<file path="config.mk">
export PLATFORM = sky130hd
export DESIGN_NAME = ptw_top
export DESIGN_NICKNAME = d
export VERILOG_FILES = /design/src/verilog/ptw_pkg.sv /design/src/verilog/ptw_prescaler.sv /design/src/verilog/ptw_keyseq.sv /design/src/verilog/ptw_top.sv
export SDC_FILE = /design/constraint.sdc
export NUM_CORES = 1
export LEC_CHECK = 0
export BUFFER_PORTS_ARGS = -buffer_cell sky130_fd_sc_hd__buf_2
export CAP_MARGIN = 25
export CORE_ASPECT_RATIO = 0.7
export CORE_MARGIN = 4
export CORE_UTILIZATION = 55
export CTS_CLUSTER_DIAMETER = 100
export DETAILED_ROUTE_END_ITERATION = 6
export HOLD_SLACK_MARGIN = 0.15
export PLACE_DENSITY_LB_ADDON = 0.15
export SYNTH_ARGS = -nofsm -noshare
export SYNTH_HDL_FRONTEND = slang
export SYNTH_SLANG_ARGS = --single-unit
</file>
<file path="constraint.sdc">
create_clock -name aclk -period 3.2 [get_ports aclk]
set_clock_uncertainty 0.2 [all_clocks]
set_input_delay 0.64 -clock aclk [delete_from_list [all_inputs] [get_ports aclk]]
set_output_delay 0.64 -clock aclk [all_outputs]
set_load 0.1 [all_outputs]
</file>
<file path="src/verilog/ptw_pkg.sv">
package ptw_pkg;

    // ************************************************************
    // Register map (byte addresses on the AXI4-Lite slave)
    // ************************************************************
    localparam logic [5:0] OFS_TIM      = 6'h00;
    localparam logic [5:0] OFS_PRD      = 6'h04;
    localparam logic [5:0] OFS_TCR      = 6'h08;
    localparam logic [5:0] OFS_TIMER_PRESCALE_MODE_CONTROL     = 6'h0C;
    localparam logic [5:0] OFS_WD_TIM   = 6'h10;
    localparam logic [5:0] OFS_WD_PRD   = 6'h14;
    localparam logic [5:0] OFS_WD_TCR   = 6'h18;
    localparam logic [5:0] OFS_WD_TIMER_PRESCALE_MODE_CONTROL  = 6'h1C;
    localparam logic [5:0] OFS_WD_KEY   = 6'h20;

    // ************************************************************
    // Field positions
    // ************************************************************
    localparam int POS_SOFT  = 11;
    localparam int POS_FREE  = 10;
    localparam int POS_PSC   = 6;
    localparam int POS_TRB   = 5;
    localparam int POS_TSS   = 4;
    localparam int POS_PRESCALE_MODE_SELECT = 12;
    localparam int POS_WDEN  = 1;
    localparam int POS_WDFLG = 0;

    // ************************************************************
    // Reset values
    // ************************************************************
    localparam logic [15:0] RST_COUNT    = 16'hFFFF;
    localparam logic [3:0]  RST_PRESCALE_RELOAD_FIELD     = 4'h0;
    localparam logic [3:0]  RST_WD_PRESCALE_RELOAD_FIELD  = 4'hF;

    // ************************************************************
    // Watchdog keys and output pulse (key values arbitrary)
    // ************************************************************
    localparam logic [15:0] KEY_EN_A     = 16'h5A5A;
    localparam logic [15:0] KEY_EN_B     = 16'hA5A5;
    localparam logic [15:0] KEY_SVC_A    = 16'h3C3C;
    localparam logic [15:0] KEY_SVC_B    = 16'hC3C3;
    localparam int          CLK_NS       = 50;
    localparam int          WD_PULSE_NS  = 100;
    localparam logic [3:0]  WD_PULSE_CYC =
        4'((WD_PULSE_NS + CLK_NS - 1) / CLK_NS);
    localparam logic        WD_PULSE_LVL = 1'b0;

    // ************************************************************
    // AXI responses
    // ************************************************************
    localparam logic [1:0]  RESP_OKAY   = 2'h0;
    localparam logic [1:0]  RESP_SLVERR = 2'h2;

    // Prescaler configuration carrier
    typedef struct packed {
        logic       prescale_mode_select;
        logic [3:0] field;
    } ptw_pre_cfg_s;

    // Key detector states
    typedef enum logic {KS_IDLE, KS_GOT_A} ptw_key_e;

endpackage

</file>
<file path="src/verilog/ptw_prescaler.sv">
`timescale 1ns/1ns
`default_nettype none
module ptw_prescaler
    import ptw_pkg::*;
(
    // Clock and reset
    input  wire logic         aclk,
    input  wire logic         aresetn,
    // Control
    input  wire ptw_pre_cfg_s cfg,
    input  wire logic         run,
    input  wire logic         reload,
    // Status
    output logic              tick,
    output logic [15:0]       count
);
    logic [15:0] cnt_ff;
    logic [15:0] nxt_cnt;
    logic [16:0] ind_val;
    logic [15:0] reload_val;

    // Direct field or indirect 2^(n+1)-1 table
    assign ind_val    = (17'h00001 << ({1'b0, cfg.field} + 5'h01)) - 17'h00001;
    assign reload_val = cfg.prescale_mode_select ? ind_val[15:0] : {12'h000, cfg.field};
    assign tick       = run && (cnt_ff == 16'h0000);
    assign count      = cnt_ff;
    assign nxt_cnt    = (reload || tick) ? reload_val :
                        (run ? cnt_ff - 16'h0001 : cnt_ff);

    // One decrement per clock while running
    always_ff @(posedge aclk) begin
        if (!aresetn) begin
            cnt_ff <= 16'h0000;
        end else begin
            cnt_ff <= nxt_cnt;
        end
    end

    a_direct_reload: assert property (@(posedge aclk) disable iff (!aresetn)
        tick && !cfg.prescale_mode_select && !reload |=> cnt_ff == {12'h000, $past(cfg.field)})
        else $error("direct prescale reload wrong");
endmodule
`default_nettype wire

</file>
<file path="src/verilog/ptw_keyseq.sv">
`timescale 1ns/1ns
`default_nettype none
module ptw_keyseq
    import ptw_pkg::*;
#(
    parameter logic [15:0] KEY_A = 16'h0000,
    parameter logic [15:0] KEY_B = 16'h0000
) (
    // Clock and reset
    input  wire logic        aclk,
    input  wire logic        aresetn,
    // Key writes
    input  wire logic        wr,
    input  wire logic [15:0] data,
    // Sequence complete
    output logic             hit
);
    ptw_key_e state_ff;
    ptw_key_e nxt_state;
    logic     hit_ff;
    logic     nxt_hit;

    // Any off-sequence write other than KEY_A drops back, so stray writes never match
    always_comb begin
        nxt_state = state_ff;
        nxt_hit   = 1'b0;
        if (wr) begin
            case (state_ff)
                KS_IDLE: begin
                    nxt_state = (data == KEY_A) ? KS_GOT_A : KS_IDLE;
                end
                KS_GOT_A: begin
                    nxt_hit   = (data == KEY_B);
                    nxt_state = (data == KEY_A) ? KS_GOT_A : KS_IDLE;
                end
                default: begin
                    nxt_state = KS_IDLE;
                end
            endcase
        end
    end

    // State and one-cycle hit pulse
    always_ff @(posedge aclk) begin
        if (!aresetn) begin
            state_ff <= KS_IDLE;
            hit_ff   <= 1'b0;
        end else begin
            state_ff <= nxt_state;
            hit_ff   <= nxt_hit;
        end
    end

    assign hit = hit_ff;
endmodule
`default_nettype wire

</file>
<file path="src/verilog/ptw_top.sv">
`timescale 1ns/1ns
`default_nettype none
module ptw_top
    import ptw_pkg::*;
(
    // Clock and reset
    input  wire logic        aclk,
    input  wire logic        aresetn,
    // AXI4-Lite write address and data
    input  wire logic [5:0]  s_axi_awaddr,
    input  wire logic        s_axi_awvalid,
    output logic             s_axi_awready,
    input  wire logic [31:0] s_axi_wdata,
    input  wire logic [3:0]  s_axi_wstrb,
    input  wire logic        s_axi_wvalid,
    output logic             s_axi_wready,
    // AXI4-Lite write response
    output logic [1:0]       s_axi_bresp,
    output logic             s_axi_bvalid,
    input  wire logic        s_axi_bready,
    // AXI4-Lite read
    input  wire logic [5:0]  s_axi_araddr,
    input  wire logic        s_axi_arvalid,
    output logic             s_axi_arready,
    output logic [31:0]      s_axi_rdata,
    output logic [1:0]       s_axi_rresp,
    output logic             s_axi_rvalid,
    input  wire logic        s_axi_rready,
    // General-purpose drive of the shared pin
    input  wire logic        gpio_pin_o,
    input  wire logic        gpio_pin_oe,
    // Shared pin and events
    output logic             shared_pin_o,
    output logic             shared_pin_oe,
    output logic             timer_irq,
    output logic             watchdog_timeout_irq
);
    // ************************************************************
    // Bus slave
    // ************************************************************
    logic        awready_ff, wready_ff, bvalid_ff, arready_ff, rvalid_ff;
    logic        aw_have_ff, w_have_ff;
    logic [5:0]  awaddr_ff;
    logic [15:0] wdata_ff;
    logic [1:0]  wstrb_ff;
    logic [1:0]  bresp_ff, rresp_ff;
    logic [31:0] rdata_ff;
    logic        aw_take, w_take, ar_take, wr_go;
    logic        nxt_aw_have, nxt_w_have, nxt_rvalid;

    assign aw_take     = s_axi_awvalid && awready_ff;
    assign w_take      = s_axi_wvalid && wready_ff;
    assign ar_take     = s_axi_arvalid && arready_ff;
    assign wr_go       = aw_have_ff && w_have_ff && !bvalid_ff;
    assign nxt_aw_have = aw_have_ff ? !wr_go : aw_take;
    assign nxt_w_have  = w_have_ff ? !wr_go : w_take;
    assign nxt_rvalid  = ar_take || (rvalid_ff && !s_axi_rready);

    // ************************************************************
    // Register state
    // ************************************************************
    logic [15:0] tim_ff, prd_ff, wd_tim_ff, wd_prd_ff;
    logic [3:0]  prescale_reload_field_ff, wd_prescale_reload_field_ff;
    logic        tss_ff, soft_ff, free_ff, prescale_mode_select_ff;
    logic        wd_soft_ff, wd_free_ff, wd_prescale_mode_select_ff;
    logic        wd_en_ff, wd_flag_ff, tirq_ff, wdirq_ff;
    logic [3:0]  pulse_ff;
    logic        pin_o_ff, pin_oe_ff;

    // Write decode; a lane only counts when its strobe is set
    logic [15:0] wmask, tim_wr_val;
    logic        sel_tim, sel_prd, sel_tcr, sel_timer_prescale_mode_control;
    logic        sel_wdprd, sel_wdtcr, sel_wdtscr, sel_key, wr_ok;
    assign wmask      = {{8{wstrb_ff[1]}}, {8{wstrb_ff[0]}}};
    assign sel_tim    = wr_go && (awaddr_ff == OFS_TIM);
    assign sel_prd    = wr_go && (awaddr_ff == OFS_PRD);
    assign sel_tcr    = wr_go && (awaddr_ff == OFS_TCR);
    assign sel_timer_prescale_mode_control   = wr_go && (awaddr_ff == OFS_TIMER_PRESCALE_MODE_CONTROL);
    assign sel_wdprd  = wr_go && (awaddr_ff == OFS_WD_PRD);
    assign sel_wdtcr  = wr_go && (awaddr_ff == OFS_WD_TCR);
    assign sel_wdtscr = wr_go && (awaddr_ff == OFS_WD_TIMER_PRESCALE_MODE_CONTROL);
    assign sel_key    = wr_go && (awaddr_ff == OFS_WD_KEY) && (wstrb_ff == 2'b11);
    assign wr_ok      = sel_tim || sel_prd || sel_tcr || sel_timer_prescale_mode_control || sel_wdprd ||
                        sel_wdtcr || sel_wdtscr || (awaddr_ff == OFS_WD_TIM) ||
                        (awaddr_ff == OFS_WD_KEY);
    assign tim_wr_val = (tim_ff & ~wmask) | (wdata_ff & wmask);

    // ************************************************************
    // Prescalers and key detectors
    // ************************************************************
    ptw_pre_cfg_s tcfg, wcfg;
    logic         t_tick, w_tick, trb_pulse, svc_hit, en_hit, wd_tmo, t_zero;
    logic [15:0]  t_psc, w_psc;
    assign tcfg      = '{prescale_mode_select: prescale_mode_select_ff, field: prescale_reload_field_ff};
    assign wcfg      = '{prescale_mode_select: wd_prescale_mode_select_ff, field: wd_prescale_reload_field_ff};
    assign trb_pulse = sel_tcr && wstrb_ff[0] && wdata_ff[POS_TRB];
    assign wd_tmo    = w_tick && (wd_tim_ff == 16'h0000);
    assign t_zero    = t_tick && (tim_ff == 16'h0000);

    ptw_prescaler u_tpre (
        .aclk    (aclk),
        .aresetn (aresetn),
        .cfg     (tcfg),
        .run     (!tss_ff),
        .reload  (trb_pulse),
        .tick    (t_tick),
        .count   (t_psc)
    );

    // Watchdog prescaler never stops; reloads on time-out and service
    ptw_prescaler u_wpre (
        .aclk    (aclk),
        .aresetn (aresetn),
        .cfg     (wcfg),
        .run     (1'b1),
        .reload  (svc_hit || wd_tmo),
        .tick    (w_tick),
        .count   (w_psc)
    );

    ptw_keyseq #(.KEY_A(KEY_EN_A), .KEY_B(KEY_EN_B)) u_enkey (
        .aclk    (aclk),
        .aresetn (aresetn),
        .wr      (sel_key),
        .data    (wdata_ff),
        .hit     (en_hit)
    );

    ptw_keyseq #(.KEY_A(KEY_SVC_A), .KEY_B(KEY_SVC_B)) u_svkey (
        .aclk    (aclk),
        .aresetn (aresetn),
        .wr      (sel_key),
        .data    (wdata_ff),
        .hit     (svc_hit)
    );

    // ************************************************************
    // Read mux
    // ************************************************************
    logic [15:0] rd_val;
    logic        rd_ok;
    always_comb begin
        rd_val = 16'h0000;
        rd_ok  = 1'b1;
        case (s_axi_araddr)
            OFS_TIM:     rd_val = tim_ff;
            OFS_PRD:     rd_val = prd_ff;
            OFS_TCR:     rd_val = {4'h0, soft_ff, free_ff, t_psc[3:0], 1'b0, tss_ff, prescale_reload_field_ff};
            OFS_TIMER_PRESCALE_MODE_CONTROL:    rd_val = 16'(prescale_mode_select_ff) << POS_PRESCALE_MODE_SELECT;
            OFS_WD_TIM:  rd_val = wd_tim_ff;
            OFS_WD_PRD:  rd_val = wd_prd_ff;
            OFS_WD_TCR:  rd_val = {4'h0, wd_soft_ff, wd_free_ff, w_psc[3:0], 2'b00, wd_prescale_reload_field_ff};
            OFS_WD_TIMER_PRESCALE_MODE_CONTROL: rd_val = (16'(wd_prescale_mode_select_ff) << POS_PRESCALE_MODE_SELECT) |
                                  (16'(wd_en_ff) << POS_WDEN) | 16'(wd_flag_ff);
            OFS_WD_KEY:  rd_val = 16'h0000;
            default:     rd_ok  = 1'b0;
        endcase
    end

    // ************************************************************
    // Bus handshakes
    // ************************************************************
    always_ff @(posedge aclk) begin
        if (!aresetn) begin
            aw_have_ff <= 1'b0;
            w_have_ff  <= 1'b0;
            awready_ff <= 1'b0;
            wready_ff  <= 1'b0;
            bvalid_ff  <= 1'b0;
            bresp_ff   <= RESP_OKAY;
            arready_ff <= 1'b0;
            rvalid_ff  <= 1'b0;
            rresp_ff   <= RESP_OKAY;
            rdata_ff   <= 32'h00000000;
            awaddr_ff  <= 6'h00;
            wdata_ff   <= 16'h0000;
            wstrb_ff   <= 2'b00;
        end else begin
            aw_have_ff <= nxt_aw_have;
            w_have_ff  <= nxt_w_have;
            awready_ff <= !nxt_aw_have;
            wready_ff  <= !nxt_w_have;
            arready_ff <= !nxt_rvalid;
            rvalid_ff  <= nxt_rvalid;
            if (aw_take) awaddr_ff <= s_axi_awaddr;
            if (w_take) begin
                wdata_ff <= s_axi_wdata[15:0];
                wstrb_ff <= s_axi_wstrb[1:0];
            end
            if (wr_go) begin
                bvalid_ff <= 1'b1;
                bresp_ff  <= wr_ok ? RESP_OKAY : RESP_SLVERR;
            end else if (s_axi_bready) begin
                bvalid_ff <= 1'b0;
            end
            if (ar_take) begin
                rdata_ff <= {16'h0000, rd_val};
                rresp_ff <= rd_ok ? RESP_OKAY : RESP_SLVERR;
            end
        end
    end

    // ************************************************************
    // General timer
    // ************************************************************
    always_ff @(posedge aclk) begin
        if (!aresetn) begin
            tim_ff   <= RST_COUNT;
            prd_ff   <= RST_COUNT;
            prescale_reload_field_ff  <= RST_PRESCALE_RELOAD_FIELD;
            prescale_mode_select_ff <= 1'b0;
            tss_ff   <= 1'b0;
            soft_ff  <= 1'b0;
            free_ff  <= 1'b0;
            tirq_ff  <= 1'b0;
        end else begin
            tirq_ff <= t_zero;
            if (sel_tim) begin
                tim_ff <= tim_wr_val;
            end else if (trb_pulse || t_zero) begin
                tim_ff <= prd_ff;
            end else if (t_tick) begin
                tim_ff <= tim_ff - 16'h0001;
            end
            if (sel_prd) prd_ff <= (prd_ff & ~wmask) | (wdata_ff & wmask);
            if (sel_tcr && wstrb_ff[0]) begin
                prescale_reload_field_ff <= wdata_ff[3:0];
                tss_ff  <= wdata_ff[POS_TSS];
            end
            if (sel_tcr && wstrb_ff[1]) begin
                soft_ff <= wdata_ff[POS_SOFT];
                free_ff <= wdata_ff[POS_FREE];
            end
            // Only bit 12 is stored; reserved bits have no flop
            if (sel_timer_prescale_mode_control && wstrb_ff[1]) prescale_mode_select_ff <= wdata_ff[POS_PRESCALE_MODE_SELECT];
        end
    end

    // ************************************************************
    // Watchdog counter and control
    // ************************************************************
    always_ff @(posedge aclk) begin
        if (!aresetn) begin
            wd_tim_ff   <= RST_COUNT;
            wd_prd_ff   <= RST_COUNT;
            wd_prescale_reload_field_ff  <= RST_WD_PRESCALE_RELOAD_FIELD;
            wd_prescale_mode_select_ff <= 1'b0;
            wd_soft_ff  <= 1'b0;
            wd_free_ff  <= 1'b0;
            wd_en_ff    <= 1'b0;
            wd_flag_ff  <= 1'b0;
            wdirq_ff    <= 1'b0;
        end else begin
            wdirq_ff <= wd_tmo;
            // Time-out and service both restart from the period
            if (wd_tmo || svc_hit) begin
                wd_tim_ff <= wd_prd_ff;
            end else if (w_tick) begin
                wd_tim_ff <= wd_tim_ff - 16'h0001;
            end
            if (sel_wdprd) wd_prd_ff <= (wd_prd_ff & ~wmask) | (wdata_ff & wmask);
            if (sel_wdtcr && wstrb_ff[0]) wd_prescale_reload_field_ff <= wdata_ff[3:0];
            if (sel_wdtcr && wstrb_ff[1]) begin
                wd_soft_ff <= wdata_ff[POS_SOFT];
                wd_free_ff <= wdata_ff[POS_FREE];
            end
            if (sel_wdtscr && wstrb_ff[1]) wd_prescale_mode_select_ff <= wdata_ff[POS_PRESCALE_MODE_SELECT];
            // Time-out drops enable; no write path clears it
            if (wd_tmo) begin
                wd_en_ff <= 1'b0;
            end else if (en_hit) begin
                wd_en_ff <= 1'b1;
            end
            // Set wins over a write-one clear in the same cycle
            if (wd_tmo) begin
                wd_flag_ff <= 1'b1;
            end else if (sel_wdtscr && wstrb_ff[0] && wdata_ff[POS_WDFLG]) begin
                wd_flag_ff <= 1'b0;
            end
        end
    end

    // ************************************************************
    // Shared pin: gpio drive, or watchdog while enabled or pulsing
    // ************************************************************
    logic wd_owns;
    assign wd_owns = wd_en_ff || (pulse_ff != 4'h0);
    always_ff @(posedge aclk) begin
        if (!aresetn) begin
            pulse_ff  <= 4'h0;
            pin_o_ff  <= 1'b1;
            pin_oe_ff <= 1'b0;
        end else begin
            if (wd_tmo && wd_en_ff) begin
                pulse_ff <= WD_PULSE_CYC;
            end else if (pulse_ff != 4'h0) begin
                pulse_ff <= pulse_ff - 4'h1;
            end
            pin_oe_ff <= wd_owns ? 1'b1 : gpio_pin_oe;
            pin_o_ff  <= !wd_owns ? gpio_pin_o :
                         ((pulse_ff != 4'h0) ? WD_PULSE_LVL : !WD_PULSE_LVL);
        end
    end

    // ************************************************************
    // Outputs
    // ************************************************************
    assign s_axi_awready        = awready_ff;
    assign s_axi_wready         = wready_ff;
    assign s_axi_bvalid         = bvalid_ff;
    assign s_axi_bresp          = bresp_ff;
    assign s_axi_arready        = arready_ff;
    assign s_axi_rvalid         = rvalid_ff;
    assign s_axi_rresp          = rresp_ff;
    assign s_axi_rdata          = rdata_ff;
    assign shared_pin_o         = pin_o_ff;
    assign shared_pin_oe        = pin_oe_ff;
    assign timer_irq            = tirq_ff;
    assign watchdog_timeout_irq = wdirq_ff;

    // ************************************************************
    // Checks
    // ************************************************************
    a_reset_state: assert property (@(posedge aclk)
        !aresetn |=> !wd_en_ff && tim_ff == 16'hFFFF && prd_ff == 16'hFFFF && !prescale_mode_select_ff)
        else $error("reset state wrong");
    a_tmo_flag_irq: assert property (@(posedge aclk) disable iff (!aresetn)
        wd_tmo |=> wd_flag_ff && watchdog_timeout_irq)
        else $error("time-out did not raise flag and irq");
    a_tmo_reload: assert property (@(posedge aclk) disable iff (!aresetn)
        wd_tmo |=> wd_tim_ff == $past(wd_prd_ff))
        else $error("watchdog not reloaded after time-out");
    a_no_pulse_off: assert property (@(posedge aclk) disable iff (!aresetn)
        wd_tmo && !wd_en_ff && pulse_ff == 4'h0 |=> pulse_ff == 4'h0)
        else $error("pulse while disabled");
    a_pulse_out: assert property (@(posedge aclk) disable iff (!aresetn)
        wd_tmo && wd_en_ff |=> ##1 shared_pin_oe && shared_pin_o == WD_PULSE_LVL)
        else $error("enabled time-out gave no pin pulse");
    a_en_sticky: assert property (@(posedge aclk) disable iff (!aresetn)
        wd_en_ff && !wd_tmo |=> wd_en_ff)
        else $error("watchdog disabled without time-out");
    a_tmo_disable: assert property (@(posedge aclk) disable iff (!aresetn)
        wd_tmo |=> !wd_en_ff)
        else $error("time-out left watchdog enabled");
    a_wd_hold: assert property (@(posedge aclk) disable iff (!aresetn)
        !svc_hit && !w_tick |=> $stable(wd_tim_ff))
        else $error("watchdog count moved without tick or service");
    a_tim_step: assert property (@(posedge aclk) disable iff (!aresetn)
        t_tick && tim_ff != 16'h0000 && !sel_tim && !trb_pulse
        |=> tim_ff == $past(tim_ff) - 16'h0001)
        else $error("timer did not step on prescaler zero");
endmodule
`default_nettype wire

</file>
-- After elaboration in Yosys (flattened, before gate mapping)
Index checks and enable logic that the tools add are counted.
W data, S select, Z words.
- add/sub/neg operators: 9
- eq/ne operators: 22
- shifts and indexed selects: 2
- muxes and demuxes: 27
- bitwise operators: 11
- reduce and logical (&&, ||, !) cells: 66
- operators by type and width (kind ; count):
    $mux W16 ; 10
    $pmux W16 S8 ; 1
    $sub A16 B1 Y16 const B ; 6
    $and A16 B16 Y16 ; 4
    $logic_not A16 Y1 ; 4
    $eq A6 B5 Y1 const B ; 8
    $or A16 B16 Y16 ; 3
    $eq A16 B16 Y1 const B ; 2
    $shl A1 B5 Y16 const A ; 2
    $logic_and A1 B1 Y1 ; 28
    $eq A6 B4 Y1 const B ; 4
    $eq A16 B14 Y1 const B ; 1
    $eq A16 B15 Y1 const B ; 1
    $not A16 Y16 ; 1
    $logic_or A1 B1 Y1 ; 14
    $or A13 B1 Y13 ; 1
    $or A13 B2 Y13 ; 1
    $eq A6 B3 Y1 const B ; 2
    $eq A6 B6 Y1 const B ; 2
    $logic_not A6 Y1 ; 2
    $mux W1 ; 12
    $add A4 B1 Y5 const B ; 2
    $reduce_or A9 Y1 ; 1
    $mux W2 ; 4
    10 further kinds ; 21
- bits in registers: 176
- bits of input ports: 57
- output and inout port bits: 45

-- Longest topological paths before layout
- depth after elaboration: 12
- mapped depth: 12
- gate-level depth less buffers: 10

-- Cells and area by module
A second synthesis with hierarchy kept.
- cell total of the unflattened synthesis: 1229
- area total of the unflattened synthesis: 9950.8 um^2
- by module, submodules not included (module ; times used ; cells an instance ; area an instance (um^2) ; sequential area each (um^2)):
    ptw_top ; 1 ; 848 ; 7015.5 ; 2762.6
    ptw_prescaler ; 2 ; 174 ; 1320.0 ; 320.3
    ptw_keyseq at u_enkey ; 1 ; 17 ; 150.1 ; 40.0
    ptw_keyseq at u_svkey ; 1 ; 16 ; 145.1 ; 40.0

-- Worst setup path before layout
Ideal clock, no wire load.
- path type: reg2reg
- start point: reg bvalid_ff (netlist: s_axi_bvalid)
- end point: reg u_tpre.cnt_ff[9] (netlist: u_tpre.count[9])
- setup time: 0.095 ns
- data arrival time: 2.507 ns
- path slack: 0.398 ns
- cell stages (with the launch flop): 9
- path buffers: 2
- cells stage by stage: dfxtp_1 -> and3b_1 -> buf_2 -> and4_1 -> a21oi_1 -> clkbuf_1 -> a31oi_1 -> a31o_2 -> a221oi_1
- cells in the longest elaborated chain, start to end: 7
- ends and longest elaborated chain (what ; RTL line ; RTL):
    start, declared ; ptw_top.sv:41 ; logic awready_ff, wready_ff, bvalid_ff, arready_ff, rvalid_ff;
    start signal, assigned ; ptw_top.sv:169 ; bvalid_ff <= 1'b0;
    start signal, assigned ; ptw_top.sv:191 ; bvalid_ff <= 1'b1;
    start signal, assigned ; ptw_top.sv:194 ; bvalid_ff <= 1'b0;
    $logic_not A1 Y1 * ; ptw_top.sv:54 ; assign wr_go = aw_have_ff && w_have_ff && !bvalid_ff;
    $logic_and A1 B1 Y1 * ; ptw_top.sv:54 ;
    $logic_and A1 B1 Y1 * ; ptw_top.sv:77 ; assign sel_tcr = wr_go && (awaddr_ff == OFS_TCR);
    $logic_and A1 B1 Y1 * (2 in a row) ; ptw_top.sv:96 ; assign trb_pulse = sel_tcr && wstrb_ff[0] && wdata_ff[POS_TRB];
    $logic_or A1 B1 Y1 * ; ptw_prescaler.sv:27 ; assign nxt_cnt = (reload || tick) ? reload_val :
    $ne A2 B1 Y1 (no source line) or $mux W16 (tied branches) ; n/a ;
    end signal, assigned ; ptw_prescaler.sv:35 ; cnt_ff <= nxt_cnt;
    end, declared ; ptw_prescaler.sv:17 ; logic [15:0] cnt_ff;
Mark *: on every way between the ends. The rest lies on a longest branch, timed or not.
A chain may end at the register's enable or synchronous reset.

==> impl_metrics.yaml <==
run_status:
  status: "finished, final reports clean"
grt:
  antenna_found_initial: 0
  grt_pass1_vias: 8352
  grt.total_usage_pct: 29.99
  grt_pass1_wl_um: 44970
  grt_max_degree: 39
  grt_overflow: 0
sta:
  hold_viol_final: 0
  tightest_slew_ns: 0.8686
  slew_headroom_pct: 41.56
  min_period_over_period_pct: 91.57
  drv_slew: 0
  fin_setup_tns_ns: 0
  rsz0062_at_grt: "false"
  setup-violations-final: 0
  period_minus_slack_ns: 2.930
  clock.fmax_ghz: 0.3413
logic_synthesis:
  syn-cell-area_um2: 9366
  async_flop_share_pct: 0
  synth_seq_cells: 174
  synth_area_per_cell_um2: 7.911
  yosys_warnings: 0
  synth-edff-count: 0
  synth_ff_type: "dfxtp_1"
  synthDistinctLibCells: 84
  ys_seq_area_share_pct: 37.19
  synthCells: 1184
routing:
  wl_per_cell_um: 19.56
  first_pass_iters: 5
  routed_wl_um: 29040
  viasPerCell: 6.316
  vias: 9379
  drc_errors: 0
  drt_iter0_markers: 1170
  drtAntennaViolNets: 0
die:
  core_um2: 16490
  dieArea_um2: 19220
  die_w_um: 164.0
  pin_count: 102
  rows: 39
  fp.dieH_um: 117.2
  start_util_pct: 56.79
placed_design:
  place_congestion: 0.9774
  portBuffers: 65
  dpl.hpwl_um: 21290
critical_path:
  crit_type: "reg -> reg"
  path_cells: "inv_1 -> ha_1 -> nor4b_1 -> and4_1 -> nand3_1 -> nor3_1 -> nand3_1 -> o211ai_1"
  crit_path_start_kind: "flop"
  critical-path-max-stage-delay_ns: 0.68
  crit_fanout: 5
  cpMaxStageDelayCell: "nor3_1"
  crit_arrival_ns: 3.08
  cpMostUsedCell: "nand3_1"
  cp.required_ns: 3.35
  end_kind: "flop"
clocking:
  cts_tree: "yes"
  cts_resized: 0
  clk_pin_slew_ns: 0.07
  clockRootBuffer: "clkbuf_16"
  postCtsHoldBufs: 0
  htreeDepth: 4
  cts_buffers: 17
  clkLatencyLatePin_ns: 0.44
  clkSinkCount: 174
  cts_buffer_depth: 2
  postCtsSetupBuffers: 0
final_layout:
  n_antenna_cell: 0
  area_delta_synth_final_pct: 13.13
  drive_gt1_share_pct: 14.68
  layout_commonest_cell: "dfxtp_1"
  fin_nets: 1313
  most-common-layout-cells: "174 x dfxtp_1, 163 x nand2_1, 102 x nor2_1"
power_and_ir_drop:
  power_w: 0.006869
  leakage_nw: 4.183
  powerDensity_nw_per_um2: 648.2
  ir_worst_vdd_uv: 409.3
job:
  cap_violations: 0
hold_path:
  min_path_type: "in -> reg"
cells in the mapped netlist, drive strengths merged (5+ instances only):
| cell type | count | area [µm²] |
|---|---|---|
| a211o | 6 | 52.55 |
| nor2b | 7 | 43.79 |
| dfxtp | 174 | 3483 |
| buf | 32 | 225.2 |
| nor2 | 104 | 395.4 |
| and3 | 12 | 75.07 |
| ha | 7 | 87.58 |
| and2 | 5 | 32.53 |
| or4 | 11 | 91.34 |
| nor3 | 41 | 205.2 |
| a22oi | 35 | 262.8 |
| nand4 | 12 | 81.33 |
| inv | 21 | 78.83 |
| xor2 | 8 | 70.07 |
| a31oi | 25 | 156.4 |
| a211oi | 10 | 75.07 |
| xnor2 | 8 | 70.07 |
| nand2 | 164 | 618.1 |
| mux2i | 45 | 450.4 |
| a21o | 15 | 112.6 |
| o211ai | 13 | 97.59 |
| o31ai | 11 | 82.58 |
| o22a | 5 | 45.04 |
| nand3 | 54 | 275.3 |
| a221o | 12 | 120.1 |
| or2 | 9 | 56.30 |
| or3 | 12 | 80.08 |
| nor4 | 21 | 165.2 |
| nand3b | 7 | 52.55 |
| a21oi | 99 | 495.5 |
| a221oi | 7 | 61.31 |
| o22ai | 7 | 43.79 |
| o21ai | 61 | 320.3 |
| nand2b | 11 | 68.82 |
| clkbuf | 60 | 225.2 |
layout make-up:
cell class / count / area [µm²]
timing repair buffer: 120 / 738.2
sequential: 174 / 3483
multi-input combinational: 913 / 5414
fill: 1504 / 5897
inverter: 23 / 86.33
clock buffer: 17 / 425.4
clock inverter: 13 / 167.7
tap: 225 / 281.5
routing by layer:
metal	global-route usage, %	up-vias	routed length, µm
li1	-	4444	-
met1	44.47	4398	13260
met2	42.59	507	11620
met3	10.29	30	3848
met4	5.475	0	308
met5	0	-	0
metrics by stage:
step | instances | utilization, % | hold WS (ns) | worst slack, ns | area (µm²)
final | 1485 | 64.25 | 0.2264 | 0.2697 | 10600
after global routing | 1485 | 64.25 | 0.2359 | 0.04558 | 10600
after CTS | 1484 | 64.20 | 0.2246 | 0.3622 | 10590
after detailed placement | 1454 | 60.61 | 0.2360 | 0.3925 | 9996
after global placement | 1454 | 60.61 | 0.2278 | 0.4148 | 9996
after floorplan | 1202 | - | 0.2274 | 0.3977 | 9434
kinds of logic (layout without fill, tap and decap cells):
family / count (synthesis) / after routing / synth area share (%)
compound gates: 331 / 331 / 22.99
buf+inv: 115 / 173 / 5.731
xor+xnor: 16 / 16 / 1.496
flops: 174 / 174 / 37.19
mux: 47 / 47 / 5.170
fa+ha+maj: 7 / 7 / 0.9350
simple gates: 492 / 492 / 26.41
other cells: 2 / 20 / 0.08018
worst max-delay path, delay by kind of cell (launching register included):
kind | cells | cell delay [ns]
AO/OA/AOI/OAI | 1 | 0.19
flip-flops | 1 | 0.38
adder cells (fa/ha/maj) | 1 | 0.20
buffers and inverters | 1 | 0.10
AND/OR/NAND/NOR | 5 | 1.78
worst paths after layout:
path | endpoint | slack, ns | startpoint | cells after the start
min | shared_pin_oe | 0.23 | gpio_pin_oe | 3
min reg2reg | s_axi_rdata[6] | 0.25 | s_axi_rdata[6] | 1
max | flop | 0.27 | u_tpre.count[0] | 8
max reg2reg | flop | 0.27 | u_tpre.count[0] | 8
report_power, final:
part           total (W)  switching [W]  internal, W
Sequential       0.00281       0.000386      0.00243
Combinational    0.00195        0.00115     0.000801
Clock            0.00210       0.000879      0.00122
Total            0.00687        0.00242      0.00445
(Power assumes the default switching activity.)
